### config.mk
export PLATFORM = sky130hd
export DESIGN_NAME = ctb_regs
export DESIGN_NICKNAME = d
export VERILOG_FILES = /design/src/common/ctb_pkg.sv /design/src/core/ctb_timeout.sv /design/src/core/ctb_axil_slave.sv /design/src/core/ctb_regs.sv
export VERILOG_INCLUDE_DIRS = /design/src /design/src/common
export SDC_FILE = /design/constraint.sdc
export NUM_CORES = 1
export LEC_CHECK = 0
export ABC_AREA = 0
export CORE_UTILIZATION = 45
export DETAILED_ROUTE_END_ITERATION = 8
export DONT_BUFFER_PORTS = 1
export GPL_TIMING_DRIVEN = 0
export PLACE_DENSITY = 0.68
export SLEW_MARGIN = 10
export SYNTH_ARGS = -nofsm -noshare
export SYNTH_HDL_FRONTEND = slang
export SYNTH_SLANG_ARGS = --single-unit
### constraint.sdc
create_clock -name i_sys_clk -period 2.8 [get_ports i_sys_clk]
set_input_delay 0 -clock i_sys_clk [delete_from_list [all_inputs] [get_ports i_sys_clk]]
set_output_delay 0 -clock i_sys_clk [all_outputs]
set_load 0.005 [all_outputs]
### src/common/ctb_map.svh
// Register offsets, field positions and reset values of the card timeout and block registers.
`ifndef CTB_MAP_SVH
`define CTB_MAP_SVH
`define CTB_OFS_TIMEOUT_HI 8'h00
`define CTB_OFS_DATA_TO_LO 8'h04
`define CTB_OFS_BLOCK_LEN 8'h08
`define CTB_OFS_BLOCK_CNT 8'h0C
`define CTB_OFS_BLOCKS_REM 8'h10
`define CTB_OFS_RX_FIRST 8'h14
`define CTB_OFS_RX_SECOND 8'h18
`define CTB_OFS_TX_FIRST 8'h1C
`define CTB_OFS_TX_SECOND 8'h20
`define CTB_OFS_STATUS 8'h24
`define CTB_OFS_MASK 8'h28
`define CTB_OFS_CONTROL 8'h2C
`define CTB_BIT_RESP_TO 4
`define CTB_BIT_READ_TO 3
`define CTB_BIT_RX_FULL 8
`define CTB_BIT_TX_PEND 9
`define CTB_BIT_BIG_ENDIAN 0
`define CTB_BLOCK_SIZE_BYTES_WIDTH 12
`define CTB_RST_REG16 16'h0000
`define CTB_RST_WORD 32'h0000_0000
`define CTB_RESP_OKAY 2'b00
`define CTB_RESP_SLVERR 2'b10
`endif

### src/common/ctb_pkg.sv
// Types shared by the card timeout and block register files.
package ctb_pkg;
  typedef struct packed {
    logic valid;
    logic [7:0] addr;
    logic [31:0] data;
    logic [3:0] strb;
  } ctb_wr_t;
  typedef enum logic [0:0] {
    CTB_TO_IDLE = 1'b0,
    CTB_TO_RUN = 1'b1
  } ctb_to_state_t;
endpackage

### src/core/ctb_timeout.sv
// Wait counter that counts card clock ticks and reports an expired wait.
`timescale 1ns/1ps
module ctb_timeout import ctb_pkg::*; #(
  parameter int W = 8
) (
  // Clock and control.
  input wire logic i_sys_clk,
  input wire logic i_reset,
  input wire logic i_clk_en,
  // Wait control.
  input wire logic i_start,
  input wire logic i_stop,
  input wire logic i_tick,
  input wire logic [W-1:0] i_limit,
  // Result.
  output logic o_expire,
  output logic o_running
);
  ctb_to_state_t state, next_state;
  logic [W-1:0] count, next_count;
  logic expire, next_expire;

  always_comb begin
    next_state = state;
    next_count = count;
    next_expire = 1'b0;
    unique case (state)
      CTB_TO_IDLE: begin
        if (i_start && !i_stop && i_limit != '0) begin
          next_state = CTB_TO_RUN;
          next_count = i_limit;
        end
      end
      CTB_TO_RUN: begin
        if (i_stop) begin
          next_state = CTB_TO_IDLE;
        end else if (i_tick) begin
          if (count == W'(1)) begin
            next_state = CTB_TO_IDLE;
            next_expire = 1'b1;
          end else begin
            next_count = count - W'(1);
          end
        end
      end
    endcase
  end

  always_ff @(posedge i_sys_clk) begin
    if (i_reset) begin
      state <= CTB_TO_IDLE;
      count <= '0;
      expire <= 1'b0;
    end else if (i_clk_en) begin
      state <= next_state;
      count <= next_count;
      expire <= next_expire;
    end
  end

  assign o_expire = expire;
  assign o_running = (state == CTB_TO_RUN);
endmodule

### src/core/ctb_axil_slave.sv
// AXI4-Lite slave front end that turns bus transfers into register strobes.
`timescale 1ns/1ps
`include "ctb_map.svh"
module ctb_axil_slave import ctb_pkg::*; (
  // Clock and control.
  input wire logic i_sys_clk,
  input wire logic i_reset,
  input wire logic i_clk_en,
  // AXI4-Lite slave.
  input wire logic [7:0] i_s_axi_awaddr,
  input wire logic i_s_axi_awvalid,
  output logic o_s_axi_awready,
  input wire logic [31:0] i_s_axi_wdata,
  input wire logic [3:0] i_s_axi_wstrb,
  input wire logic i_s_axi_wvalid,
  output logic o_s_axi_wready,
  output logic [1:0] o_s_axi_bresp,
  output logic o_s_axi_bvalid,
  input wire logic i_s_axi_bready,
  input wire logic [7:0] i_s_axi_araddr,
  input wire logic i_s_axi_arvalid,
  output logic o_s_axi_arready,
  output logic [31:0] o_s_axi_rdata,
  output logic [1:0] o_s_axi_rresp,
  output logic o_s_axi_rvalid,
  input wire logic i_s_axi_rready,
  // Register side.
  output ctb_wr_t o_wr,
  input wire logic i_wr_err,
  output logic o_rd,
  output logic [7:0] o_rd_addr,
  input wire logic [31:0] i_rd_data,
  input wire logic i_rd_err
);
  logic aw_held, next_aw_held, w_held, next_w_held;
  logic [7:0] aw_addr, next_aw_addr;
  logic [31:0] w_data, next_w_data, rdata, next_rdata;
  logic [3:0] w_strb, next_w_strb;
  logic bvalid, next_bvalid, rvalid, next_rvalid;
  logic [1:0] bresp, next_bresp, rresp, next_rresp;
  logic do_wr;

  assign o_s_axi_awready = !aw_held && !bvalid;
  assign o_s_axi_wready = !w_held && !bvalid;
  assign o_s_axi_arready = !rvalid;
  assign do_wr = aw_held && w_held && !bvalid;
  assign o_wr = '{valid: do_wr && i_clk_en, addr: aw_addr, data: w_data, strb: w_strb};
  assign o_rd = i_s_axi_arvalid && !rvalid && i_clk_en;
  assign o_rd_addr = i_s_axi_araddr;

  always_comb begin
    next_aw_held = aw_held;
    next_aw_addr = aw_addr;
    next_w_held = w_held;
    next_w_data = w_data;
    next_w_strb = w_strb;
    next_bvalid = bvalid;
    next_bresp = bresp;
    next_rvalid = rvalid;
    next_rdata = rdata;
    next_rresp = rresp;
    if (i_s_axi_awvalid && o_s_axi_awready) begin
      next_aw_held = 1'b1;
      next_aw_addr = i_s_axi_awaddr;
    end
    if (i_s_axi_wvalid && o_s_axi_wready) begin
      next_w_held = 1'b1;
      next_w_data = i_s_axi_wdata;
      next_w_strb = i_s_axi_wstrb;
    end
    if (do_wr) begin
      next_aw_held = 1'b0;
      next_w_held = 1'b0;
      next_bvalid = 1'b1;
      next_bresp = i_wr_err ? `CTB_RESP_SLVERR : `CTB_RESP_OKAY;
    end else if (bvalid && i_s_axi_bready) begin
      next_bvalid = 1'b0;
    end
    if (i_s_axi_arvalid && !rvalid) begin
      next_rvalid = 1'b1;
      next_rdata = i_rd_data;
      next_rresp = i_rd_err ? `CTB_RESP_SLVERR : `CTB_RESP_OKAY;
    end else if (rvalid && i_s_axi_rready) begin
      next_rvalid = 1'b0;
    end
  end

  always_ff @(posedge i_sys_clk) begin
    if (i_reset) begin
      aw_held <= 1'b0;
      aw_addr <= 8'h00;
      w_held <= 1'b0;
      w_data <= `CTB_RST_WORD;
      w_strb <= 4'h0;
      bvalid <= 1'b0;
      bresp <= `CTB_RESP_OKAY;
      rvalid <= 1'b0;
      rdata <= `CTB_RST_WORD;
      rresp <= `CTB_RESP_OKAY;
    end else if (i_clk_en) begin
      aw_held <= next_aw_held;
      aw_addr <= next_aw_addr;
      w_held <= next_w_held;
      w_data <= next_w_data;
      w_strb <= next_w_strb;
      bvalid <= next_bvalid;
      bresp <= next_bresp;
      rvalid <= next_rvalid;
      rdata <= next_rdata;
      rresp <= next_rresp;
    end
  end

  assign o_s_axi_bvalid = bvalid;
  assign o_s_axi_bresp = bresp;
  assign o_s_axi_rvalid = rvalid;
  assign o_s_axi_rdata = rdata;
  assign o_s_axi_rresp = rresp;
endmodule

### src/core/ctb_regs.sv
// Timeout, block size, block count and data word registers of the card host controller.
// What this block does
// RULE1: Response wait of 1-255 card clocks, zero disables.
// RULE2: Missed response sets response timeout status flag.
// RULE3: Response timeout flag interrupts when its enable set.
// RULE4: Data wait count joins upper and lower fields.
// RULE5: Zero data wait disables, else that many clocks.
// RULE6: Late read data sets read timeout flag.
// RULE7: Read timeout flag interrupts when its enable set.
// RULE8: Software may add its own longer timeout.
// RULE9: Software programs block length 1 to 4095.
// RULE10: Block length must match the card setting.
// RULE11: Zero block count runs until stop command.
// RULE12: Nonzero count n moves exactly n blocks.
// RULE13: Blocks remaining down-counter readable at any time.
// RULE14: Received words held in two receive registers.
// RULE15: Received bytes placed in little-endian order.
// RULE16: Transmit data written into two transmit registers.
// RULE17: Transmit byte order follows control endianness bit.
// RULE18: Interrupt only on masked flag rising edge.
// RULE19: Waits start after command or read request, stop on arrival.
// RULE20: Remaining count reloads per command, decrements per block.
//
// The AXI4-Lite register port and the register addresses were chosen for this implementation.
`timescale 1ns/1ps
`include "ctb_map.svh"
module ctb_regs import ctb_pkg::*; (
  // Clock, reset and enable.
  input wire logic i_sys_clk,
  input wire logic i_reset,
  input wire logic i_clk_en,
  // AXI4-Lite slave.
  input wire logic [7:0] i_s_axi_awaddr,
  input wire logic i_s_axi_awvalid,
  output logic o_s_axi_awready,
  input wire logic [31:0] i_s_axi_wdata,
  input wire logic [3:0] i_s_axi_wstrb,
  input wire logic i_s_axi_wvalid,
  output logic o_s_axi_wready,
  output logic [1:0] o_s_axi_bresp,
  output logic o_s_axi_bvalid,
  input wire logic i_s_axi_bready,
  input wire logic [7:0] i_s_axi_araddr,
  input wire logic i_s_axi_arvalid,
  output logic o_s_axi_arready,
  output logic [31:0] o_s_axi_rdata,
  output logic [1:0] o_s_axi_rresp,
  output logic o_s_axi_rvalid,
  input wire logic i_s_axi_rready,
  // Card clock pin.
  input wire logic i_card_clk,
  // Transfer engine events.
  input wire logic i_cmd_sent,
  input wire logic i_resp_start,
  input wire logic i_read_expected,
  input wire logic i_data_start,
  input wire logic i_data_cmd_start,
  input wire logic i_block_done,
  input wire logic i_stop_cmd,
  // Receive bytes from the card.
  input wire logic [7:0] i_rx_byte,
  input wire logic i_rx_valid,
  output logic o_rx_ready,
  // Transmit bytes to the card.
  output logic [7:0] o_tx_byte,
  output logic o_tx_valid,
  input wire logic i_tx_take,
  // Transfer control and interrupt.
  output logic [11:0] o_block_size_bytes,
  output logic o_xfer_end,
  output logic o_cpu_irq
);
  ctb_wr_t wr;
  logic rd, wr_err, rd_err;
  logic [7:0] rd_addr;
  logic [31:0] rd_data;
  logic card_q1, card_q2, card_q3, tick;
  logic resp_expire, data_expire;
  logic [15:0] timeout_hi, next_timeout_hi, data_to_lo, next_data_to_lo;
  logic [11:0] block_size_bytes, next_block_size_bytes;
  logic [15:0] blocks_to_transfer, next_blocks_to_transfer;
  logic [15:0] blocks_left, next_blocks_left;
  logic [15:0] rx_word_first, next_rx_word_first, rx_word_second, next_rx_word_second;
  logic [15:0] tx_word_first, next_tx_word_first, tx_word_second, next_tx_word_second;
  logic [1:0] rx_idx, next_rx_idx, tx_idx, next_tx_idx;
  logic rx_full, next_rx_full, tx_pend, next_tx_pend;
  logic response_timeout_flag, next_response_timeout_flag;
  logic read_data_timeout_flag, next_read_data_timeout_flag;
  logic response_timeout_irq_enable, next_response_timeout_irq_enable;
  logic read_data_timeout_irq_enable, next_read_data_timeout_irq_enable;
  logic big_endian, next_big_endian;
  logic [7:0] tx_byte, next_tx_byte;
  logic xfer_end, next_xfer_end, irq, next_irq;

  function automatic logic [15:0] merge16(input logic [15:0] old, input ctb_wr_t w);
    merge16 = {w.strb[1] ? w.data[15:8] : old[15:8], w.strb[0] ? w.data[7:0] : old[7:0]};
  endfunction

  function automatic logic hit(input ctb_wr_t w, input logic [7:0] ofs);
    hit = w.valid && (w.addr == ofs);
  endfunction

  function automatic logic [7:0] pick_byte(input logic [15:0] lo, input logic [15:0] hi,
                                           input logic [1:0] idx, input logic big);
    logic [31:0] word;
    logic [1:0] k;
    word = {hi, lo};
    k = big ? (idx ^ 2'b01) : idx;
    pick_byte = word[{k, 3'b000} +: 8];
  endfunction

  ctb_axil_slave u_bus (
    .i_sys_clk(i_sys_clk),
    .i_reset(i_reset),
    .i_clk_en(i_clk_en),
    .i_s_axi_awaddr(i_s_axi_awaddr),
    .i_s_axi_awvalid(i_s_axi_awvalid),
    .o_s_axi_awready(o_s_axi_awready),
    .i_s_axi_wdata(i_s_axi_wdata),
    .i_s_axi_wstrb(i_s_axi_wstrb),
    .i_s_axi_wvalid(i_s_axi_wvalid),
    .o_s_axi_wready(o_s_axi_wready),
    .o_s_axi_bresp(o_s_axi_bresp),
    .o_s_axi_bvalid(o_s_axi_bvalid),
    .i_s_axi_bready(i_s_axi_bready),
    .i_s_axi_araddr(i_s_axi_araddr),
    .i_s_axi_arvalid(i_s_axi_arvalid),
    .o_s_axi_arready(o_s_axi_arready),
    .o_s_axi_rdata(o_s_axi_rdata),
    .o_s_axi_rresp(o_s_axi_rresp),
    .o_s_axi_rvalid(o_s_axi_rvalid),
    .i_s_axi_rready(i_s_axi_rready),
    .o_wr(wr),
    .i_wr_err(wr_err),
    .o_rd(rd),
    .o_rd_addr(rd_addr),
    .i_rd_data(rd_data),
    .i_rd_err(rd_err)
  );

  // The card clock pin is synchronised and its rising edges become ticks.
  always_ff @(posedge i_sys_clk) begin
    if (i_reset) begin
      card_q1 <= 1'b0;
      card_q2 <= 1'b0;
      card_q3 <= 1'b0;
    end else if (i_clk_en) begin
      card_q1 <= i_card_clk;
      card_q2 <= card_q1;
      card_q3 <= card_q2;
    end
  end
  assign tick = card_q2 && !card_q3;

  ctb_timeout #(.W(8)) u_resp_wait (
    .i_sys_clk(i_sys_clk),
    .i_reset(i_reset),
    .i_clk_en(i_clk_en),
    .i_start(i_cmd_sent), // [RULE19]
    .i_stop(i_resp_start), // [RULE19]
    .i_tick(tick),
    .i_limit(timeout_hi[7:0]), // [RULE1]
    .o_expire(resp_expire),
    .o_running()
  );

  ctb_timeout #(.W(24)) u_data_wait (
    .i_sys_clk(i_sys_clk),
    .i_reset(i_reset),
    .i_clk_en(i_clk_en),
    .i_start(i_read_expected), // [RULE19]
    .i_stop(i_data_start), // [RULE19]
    .i_tick(tick),
    .i_limit({timeout_hi[15:8], data_to_lo}), // [RULE4] [RULE5]
    .o_expire(data_expire),
    .o_running()
  );

  always_comb begin
    wr_err = 1'b0;
    unique case (wr.addr)
      `CTB_OFS_TIMEOUT_HI, `CTB_OFS_DATA_TO_LO, `CTB_OFS_BLOCK_LEN, `CTB_OFS_BLOCK_CNT,
      `CTB_OFS_BLOCKS_REM, `CTB_OFS_RX_FIRST, `CTB_OFS_RX_SECOND, `CTB_OFS_TX_FIRST,
      `CTB_OFS_TX_SECOND, `CTB_OFS_STATUS, `CTB_OFS_MASK, `CTB_OFS_CONTROL: wr_err = 1'b0;
      default: wr_err = 1'b1;
    endcase
  end

  always_comb begin
    rd_data = `CTB_RST_WORD;
    rd_err = 1'b0;
    unique case (rd_addr)
      `CTB_OFS_TIMEOUT_HI: rd_data = {16'h0000, timeout_hi};
      `CTB_OFS_DATA_TO_LO: rd_data = {16'h0000, data_to_lo};
      `CTB_OFS_BLOCK_LEN: rd_data = {20'h00000, block_size_bytes};
      `CTB_OFS_BLOCK_CNT: rd_data = {16'h0000, blocks_to_transfer};
      `CTB_OFS_BLOCKS_REM: rd_data = {16'h0000, blocks_left}; // [RULE13]
      `CTB_OFS_RX_FIRST: rd_data = {16'h0000, rx_word_first}; // [RULE14]
      `CTB_OFS_RX_SECOND: rd_data = {16'h0000, rx_word_second}; // [RULE14]
      `CTB_OFS_TX_FIRST: rd_data = {16'h0000, tx_word_first};
      `CTB_OFS_TX_SECOND: rd_data = {16'h0000, tx_word_second};
      `CTB_OFS_STATUS: begin
        rd_data[`CTB_BIT_RESP_TO] = response_timeout_flag;
        rd_data[`CTB_BIT_READ_TO] = read_data_timeout_flag;
        rd_data[`CTB_BIT_RX_FULL] = rx_full;
        rd_data[`CTB_BIT_TX_PEND] = tx_pend;
      end
      `CTB_OFS_MASK: begin
        rd_data[`CTB_BIT_RESP_TO] = response_timeout_irq_enable;
        rd_data[`CTB_BIT_READ_TO] = read_data_timeout_irq_enable;
      end
      `CTB_OFS_CONTROL: rd_data[`CTB_BIT_BIG_ENDIAN] = big_endian;
      default: rd_err = 1'b1;
    endcase
  end

  always_comb begin
    next_timeout_hi = hit(wr, `CTB_OFS_TIMEOUT_HI) ? merge16(timeout_hi, wr) : timeout_hi;
    next_data_to_lo = hit(wr, `CTB_OFS_DATA_TO_LO) ? merge16(data_to_lo, wr) : data_to_lo;
    next_block_size_bytes = block_size_bytes;
    if (hit(wr, `CTB_OFS_BLOCK_LEN)) begin
      next_block_size_bytes = 12'(merge16({4'h0, block_size_bytes}, wr));
    end
    next_blocks_to_transfer = hit(wr, `CTB_OFS_BLOCK_CNT) ?
                              merge16(blocks_to_transfer, wr) : blocks_to_transfer;
    next_tx_word_first = hit(wr, `CTB_OFS_TX_FIRST) ?
                         merge16(tx_word_first, wr) : tx_word_first; // [RULE16]
    next_tx_word_second = hit(wr, `CTB_OFS_TX_SECOND) ?
                          merge16(tx_word_second, wr) : tx_word_second; // [RULE16]
    next_response_timeout_irq_enable = response_timeout_irq_enable;
    next_read_data_timeout_irq_enable = read_data_timeout_irq_enable;
    if (hit(wr, `CTB_OFS_MASK) && wr.strb[0]) begin
      next_response_timeout_irq_enable = wr.data[`CTB_BIT_RESP_TO];
      next_read_data_timeout_irq_enable = wr.data[`CTB_BIT_READ_TO];
    end
    next_big_endian = big_endian;
    if (hit(wr, `CTB_OFS_CONTROL) && wr.strb[0]) begin
      next_big_endian = wr.data[`CTB_BIT_BIG_ENDIAN];
    end
    // Status flags clear on a written one; a new event in the same cycle wins.
    next_response_timeout_flag = response_timeout_flag;
    next_read_data_timeout_flag = read_data_timeout_flag;
    if (hit(wr, `CTB_OFS_STATUS) && wr.strb[0]) begin
      next_response_timeout_flag = response_timeout_flag && !wr.data[`CTB_BIT_RESP_TO];
      next_read_data_timeout_flag = read_data_timeout_flag && !wr.data[`CTB_BIT_READ_TO];
    end
    if (resp_expire) begin
      next_response_timeout_flag = 1'b1; // [RULE2]
    end
    if (data_expire) begin
      next_read_data_timeout_flag = 1'b1; // [RULE6]
    end
    next_irq = (next_response_timeout_flag && !response_timeout_flag &&
                response_timeout_irq_enable) || // [RULE3] [RULE18]
               (next_read_data_timeout_flag && !read_data_timeout_flag &&
                read_data_timeout_irq_enable); // [RULE7] [RULE18]
    // Block counting for the current data command.
    next_blocks_left = blocks_left;
    next_xfer_end = 1'b0;
    if (i_data_cmd_start) begin
      next_blocks_left = blocks_to_transfer; // [RULE20]
    end else if (i_block_done && blocks_to_transfer != 16'h0000 && blocks_left != 16'h0000) begin
      next_blocks_left = blocks_left - 16'h0001; // [RULE20]
      next_xfer_end = (blocks_left == 16'h0001); // [RULE12]
    end
    if (i_stop_cmd) begin
      next_xfer_end = 1'b1; // [RULE11]
    end
    // Receive bytes fill the two words, first byte in the low lane.
    next_rx_word_first = rx_word_first;
    next_rx_word_second = rx_word_second;
    next_rx_idx = rx_idx;
    next_rx_full = rx_full;
    if (rd && rd_addr == `CTB_OFS_RX_SECOND) begin
      next_rx_full = 1'b0;
    end
    if (i_rx_valid && !rx_full) begin
      unique case (rx_idx)
        2'b00: next_rx_word_first[7:0] = i_rx_byte; // [RULE15]
        2'b01: next_rx_word_first[15:8] = i_rx_byte; // [RULE15]
        2'b10: next_rx_word_second[7:0] = i_rx_byte; // [RULE15]
        2'b11: next_rx_word_second[15:8] = i_rx_byte; // [RULE15]
      endcase
      next_rx_idx = rx_idx + 2'b01;
      next_rx_full = (rx_idx == 2'b11); // [RULE14]
    end
    // Transmit word goes out once the second register is written.
    next_tx_idx = tx_idx;
    next_tx_pend = tx_pend;
    if (tx_pend && i_tx_take) begin
      next_tx_idx = tx_idx + 2'b01;
      next_tx_pend = (tx_idx != 2'b11);
    end
    if (hit(wr, `CTB_OFS_TX_SECOND)) begin
      next_tx_pend = 1'b1;
      next_tx_idx = 2'b00;
    end
    next_tx_byte = pick_byte(next_tx_word_first, next_tx_word_second, next_tx_idx,
                             next_big_endian); // [RULE17]
  end

  always_ff @(posedge i_sys_clk) begin
    if (i_reset) begin
      timeout_hi <= `CTB_RST_REG16;
      data_to_lo <= `CTB_RST_REG16;
      block_size_bytes <= 12'h000;
      blocks_to_transfer <= `CTB_RST_REG16;
      blocks_left <= `CTB_RST_REG16;
      rx_word_first <= `CTB_RST_REG16;
      rx_word_second <= `CTB_RST_REG16;
      tx_word_first <= `CTB_RST_REG16;
      tx_word_second <= `CTB_RST_REG16;
      rx_idx <= 2'b00;
      tx_idx <= 2'b00;
      rx_full <= 1'b0;
      tx_pend <= 1'b0;
      response_timeout_flag <= 1'b0;
      read_data_timeout_flag <= 1'b0;
      response_timeout_irq_enable <= 1'b0;
      read_data_timeout_irq_enable <= 1'b0;
      big_endian <= 1'b0;
      tx_byte <= 8'h00;
      xfer_end <= 1'b0;
      irq <= 1'b0;
    end else if (i_clk_en) begin
      timeout_hi <= next_timeout_hi;
      data_to_lo <= next_data_to_lo;
      block_size_bytes <= next_block_size_bytes;
      blocks_to_transfer <= next_blocks_to_transfer;
      blocks_left <= next_blocks_left;
      rx_word_first <= next_rx_word_first;
      rx_word_second <= next_rx_word_second;
      tx_word_first <= next_tx_word_first;
      tx_word_second <= next_tx_word_second;
      rx_idx <= next_rx_idx;
      tx_idx <= next_tx_idx;
      rx_full <= next_rx_full;
      tx_pend <= next_tx_pend;
      response_timeout_flag <= next_response_timeout_flag;
      read_data_timeout_flag <= next_read_data_timeout_flag;
      response_timeout_irq_enable <= next_response_timeout_irq_enable;
      read_data_timeout_irq_enable <= next_read_data_timeout_irq_enable;
      big_endian <= next_big_endian;
      tx_byte <= next_tx_byte;
      xfer_end <= next_xfer_end;
      irq <= next_irq;
    end
  end

  assign o_rx_ready = !rx_full;
  assign o_tx_valid = tx_pend;
  assign o_tx_byte = tx_byte;
  assign o_block_size_bytes = block_size_bytes;
  assign o_xfer_end = xfer_end;
  assign o_cpu_irq = irq;
endmodule

==> run_results.csv <==
group,metric,value,unit
timing,tightest_slew,1.26,ns
clock_tree,cts_setup_buffers,0,
critical_path,endpoint_kind,"register",
timing,fin_worst_skew,0.0242,ns
logic_synthesis,seq_area_frac_synth,40.2,%
grt,grt_pass1_wl,71600,um
logic_synthesis,synth_mux_area_share,11.0,%
job,max-cap-violations,0,
finish,stdcell_area,14500,um2
critical_path,worstSetupPathType,"reg2reg",
timing,rsz0062_at_grt,"no",
logic_synthesis,synth_top_family_by_area,"simple AND/OR/NAND/NOR gates",
floorplan,io_pins,143,
logic_synthesis,synthArstFlopShare,0,%
pwr,powerDensity,557,nW/um2
grt,first_global_vias,11776,
drt,via_per_inst,6.15,
place,port_buffers,0,
finish,final_cells,2048,
floorplan,initial_core_util,45.8,%
hold_path,hold_class,"in2reg",
drt,drcViolationCount,0,
drt,wl_per_cell,23.5,um
logic_synthesis,synth_cell_type_count,76,
clock_tree,clock-root-buffer,"clkbuf_16",
drt,drtAntennaViolNets,0,
floorplan,rows,60,
timing,fin_setup_tns,0,ns
clock_tree,cts.sinks,248,
run_status,violations,"negative hold slack",
floorplan,die-area,28100,um2
critical_path,critPathRequiredTime,3.30,ns
critical_path,setup.worst_path.start_class,"register",
pwr,p_leak,5.23,nW
timing,whs,-0.0129,ns
finish,num-fill-cells,2572,
logic_synthesis,synth_compound_area_share,18.3,%
timing,slew_violations,0,
timing,slew_headroom,16.0,%
place,post_dp_cell_area,12800,um2
drt,via_count,12602,
logic_synthesis,ys_warn_count,0,
pwr,power,8.07,mW
logic_synthesis,synth_xor_area_share,0.213,%
drt,drt-initial-drc-count,1501,
grt,overflow,0,
grt,antenna_found_initial,1,
logic_synthesis,synth-simple-area-share,23.9,%
critical_path,crit_fanout,10,
logic_synthesis,syn_inst,1574,
logic_synthesis,ys.flop_type,"dfxtp_1",
run_status,status,"finished with violations",
drt,wl,48100,um
floorplan,die_h,168,um
finish,fin_nets,1779,
finish,mostFrequentLayoutCells,"nand2_1 (255), dfxtp_1 (248), nor2_1 (208)",
logic_synthesis,synth_area_per_cell,7.85,um2
drt,dr.pass1.iters,5,
grt,track_usage,33.4,%
place,dp.cells,1932,
timing,timing.final.crit_share,93.7,%
logic_synthesis,synth_area,12400,um2
floorplan,core_area,27000,um2
timing,finalWorstSetupSlack,0.176,ns
timing,setup_violations,0,
finish,final_core_util,53.8,%
finish,areaGrowthSynthToFinish,17.3,%
clock_tree,cts_tree,"done",
timing,fmax,0.381,GHz
clock_tree,cts_buffer_depth,3,
place,place_ws,-0.341,ns
clock_tree,cts-buffers-inserted,28,
floorplan,fp.dieW,168,um
finish,layout-drive-gt1-share,7.50,%
timing,hold_viol,3,
pwr,ir_worst_vdd,0.366,mV
clock_tree,clk_pin_slew,0.06,ns
clock_tree,worstSkewPairLatency,0.57,ns
timing,fin_crit,2.62,ns
place,dpl.hpwl,34900,um
logic_synthesis,ys_seq_elements,248,
finish,final_common_cell,"nand2_1",
critical_path,cp.arrival,3.12,ns
grt,grt_max_degree,15,
clock_tree,cts_max_level,1,
logic_synthesis,synth_fa_ha_area_share,1.22,%
place,place_congestion,1.05,
logic_synthesis,synth_edf_count,0,
## critical path: stages, from the launching register on
cell	delay [ns]
dfxtp_1	0.36
nor4_2	0.58
nand4_1	0.17
o211ai_1	0.31
a22o_1	0.29
clkbuf_1	0.46
o21ai_0	0.21
a21oi_1	0.16
## final cells by class
class	count	area, um2	share of cell area (%)
tap	341	427	2.94
sequential	248	4960	34.3
buffer	118	546	3.76
antenna	1	2.50	0.0173
inverter	25	93.8	0.648
clock buffer	33	759	5.24
clock inverter	14	161	1.11
multi-input combinational	1200	6850	47.3
timing repair buffer	68	682	4.71
## path summary, 6_finish.rpt
check | start | end | slack [ns] | cells past startpoint
min reg2reg | rx_word_first[0] | rx_word_first[0] | 0.46 | 2
max reg2reg | u_data_wait.count[16] | u_data_wait.count[10] | 0.18 | 7
max | u_data_wait.count[16] | u_data_wait.count[10] | 0.18 | 7
min | i_data_start | u_data_wait.count[0] | -0.01 | 4
## logic make-up (layout without fill, tap and decap cells)
kind of cell,Yosys count,count (layout)
AND/OR/NAND/NOR,656,656
AO/OA/AOI/OAI,382,382
flip-flops,248,248
buffers and inverters,143,258
multiplexers,129,129
adder cells (fa/ha/maj),12,12
XOR/XNOR,3,3
other,1,19
## where the power goes
group          total [mW]  switching (mW)  internal, mW  leakage (nW)
clock network        3.76            1.56          2.20         0.456
logic               0.640           0.416         0.224          2.77
registers            3.68          0.0920          3.58          2.01
total                8.07            2.07          6.00          5.23
## cell usage after synthesis (all sizes together) (3+ instances only)
library cell    n  area, um2
nand2         255        957
dfxtp         248       4960
nor2          210        793
a21oi         189        950
mux2i         111       1110
clkbuf         82        308
o21ai          78        402
nand3          41        215
buf            36        235
a22oi          35        263
nor3           35        208
nor4           26        163
inv            24       90.1
and2           14       87.6
mux2           14        158
a211oi         13       97.6
nor2b          13       81.3
and3           12       75.1
ha             12        150
o22ai          12       75.1
or3            11       80.1
a31oi          10       62.6
nand4           6       37.5
nor3b           6       45.0
o31ai           6       45.0
nand2b          5       31.3
nand3b          5       37.5
nor4b           5       43.8
a2bb2oi         4       35.0
a311oi          4       35.0
mux4            4       90.1
or4             4       30.0
a22o            3       27.5
o211ai          3       22.5
or2             3       18.8
## flip-flops by register name, indices dropped and copies added, names as in the netlist, 2 cells and up
register	count
tx_word_second	16
data_to_lo	16
u_resp_wait.count	8
tx_word_first	16
rx_word_second	16
timeout_hi	16
u_bus.o_s_axi_rdata	16
rx_word_first	16
blocks_to_transfer	16
rx_idx	2
tx_idx	2
u_bus.w_data	16
u_data_wait.count	24
blocks_left	16
o_tx_byte	8
u_bus.w_strb	2
u_bus.aw_addr	8
o_block_size_bytes	12
## metal layers
metal / vias up / share of wire [%] / global-route usage, %
met2: 738 / 44 / 52.9
li1: 5735 / - / -
met3: 175 / 10 / 6.97
met4: 2 / 4.8 / 15.0
met5: - / 0.037 / 0
met1: 5952 / 40 / 43.8
## repair_timing
action                                  in CTS  in global routing
endpoints found under the setup margin       0                 37
hold endpoints to repair                    78                  0
hold buffers                                67                  0
gates resized for setup                      0                  9
Power figures use the tool's default switching activity.
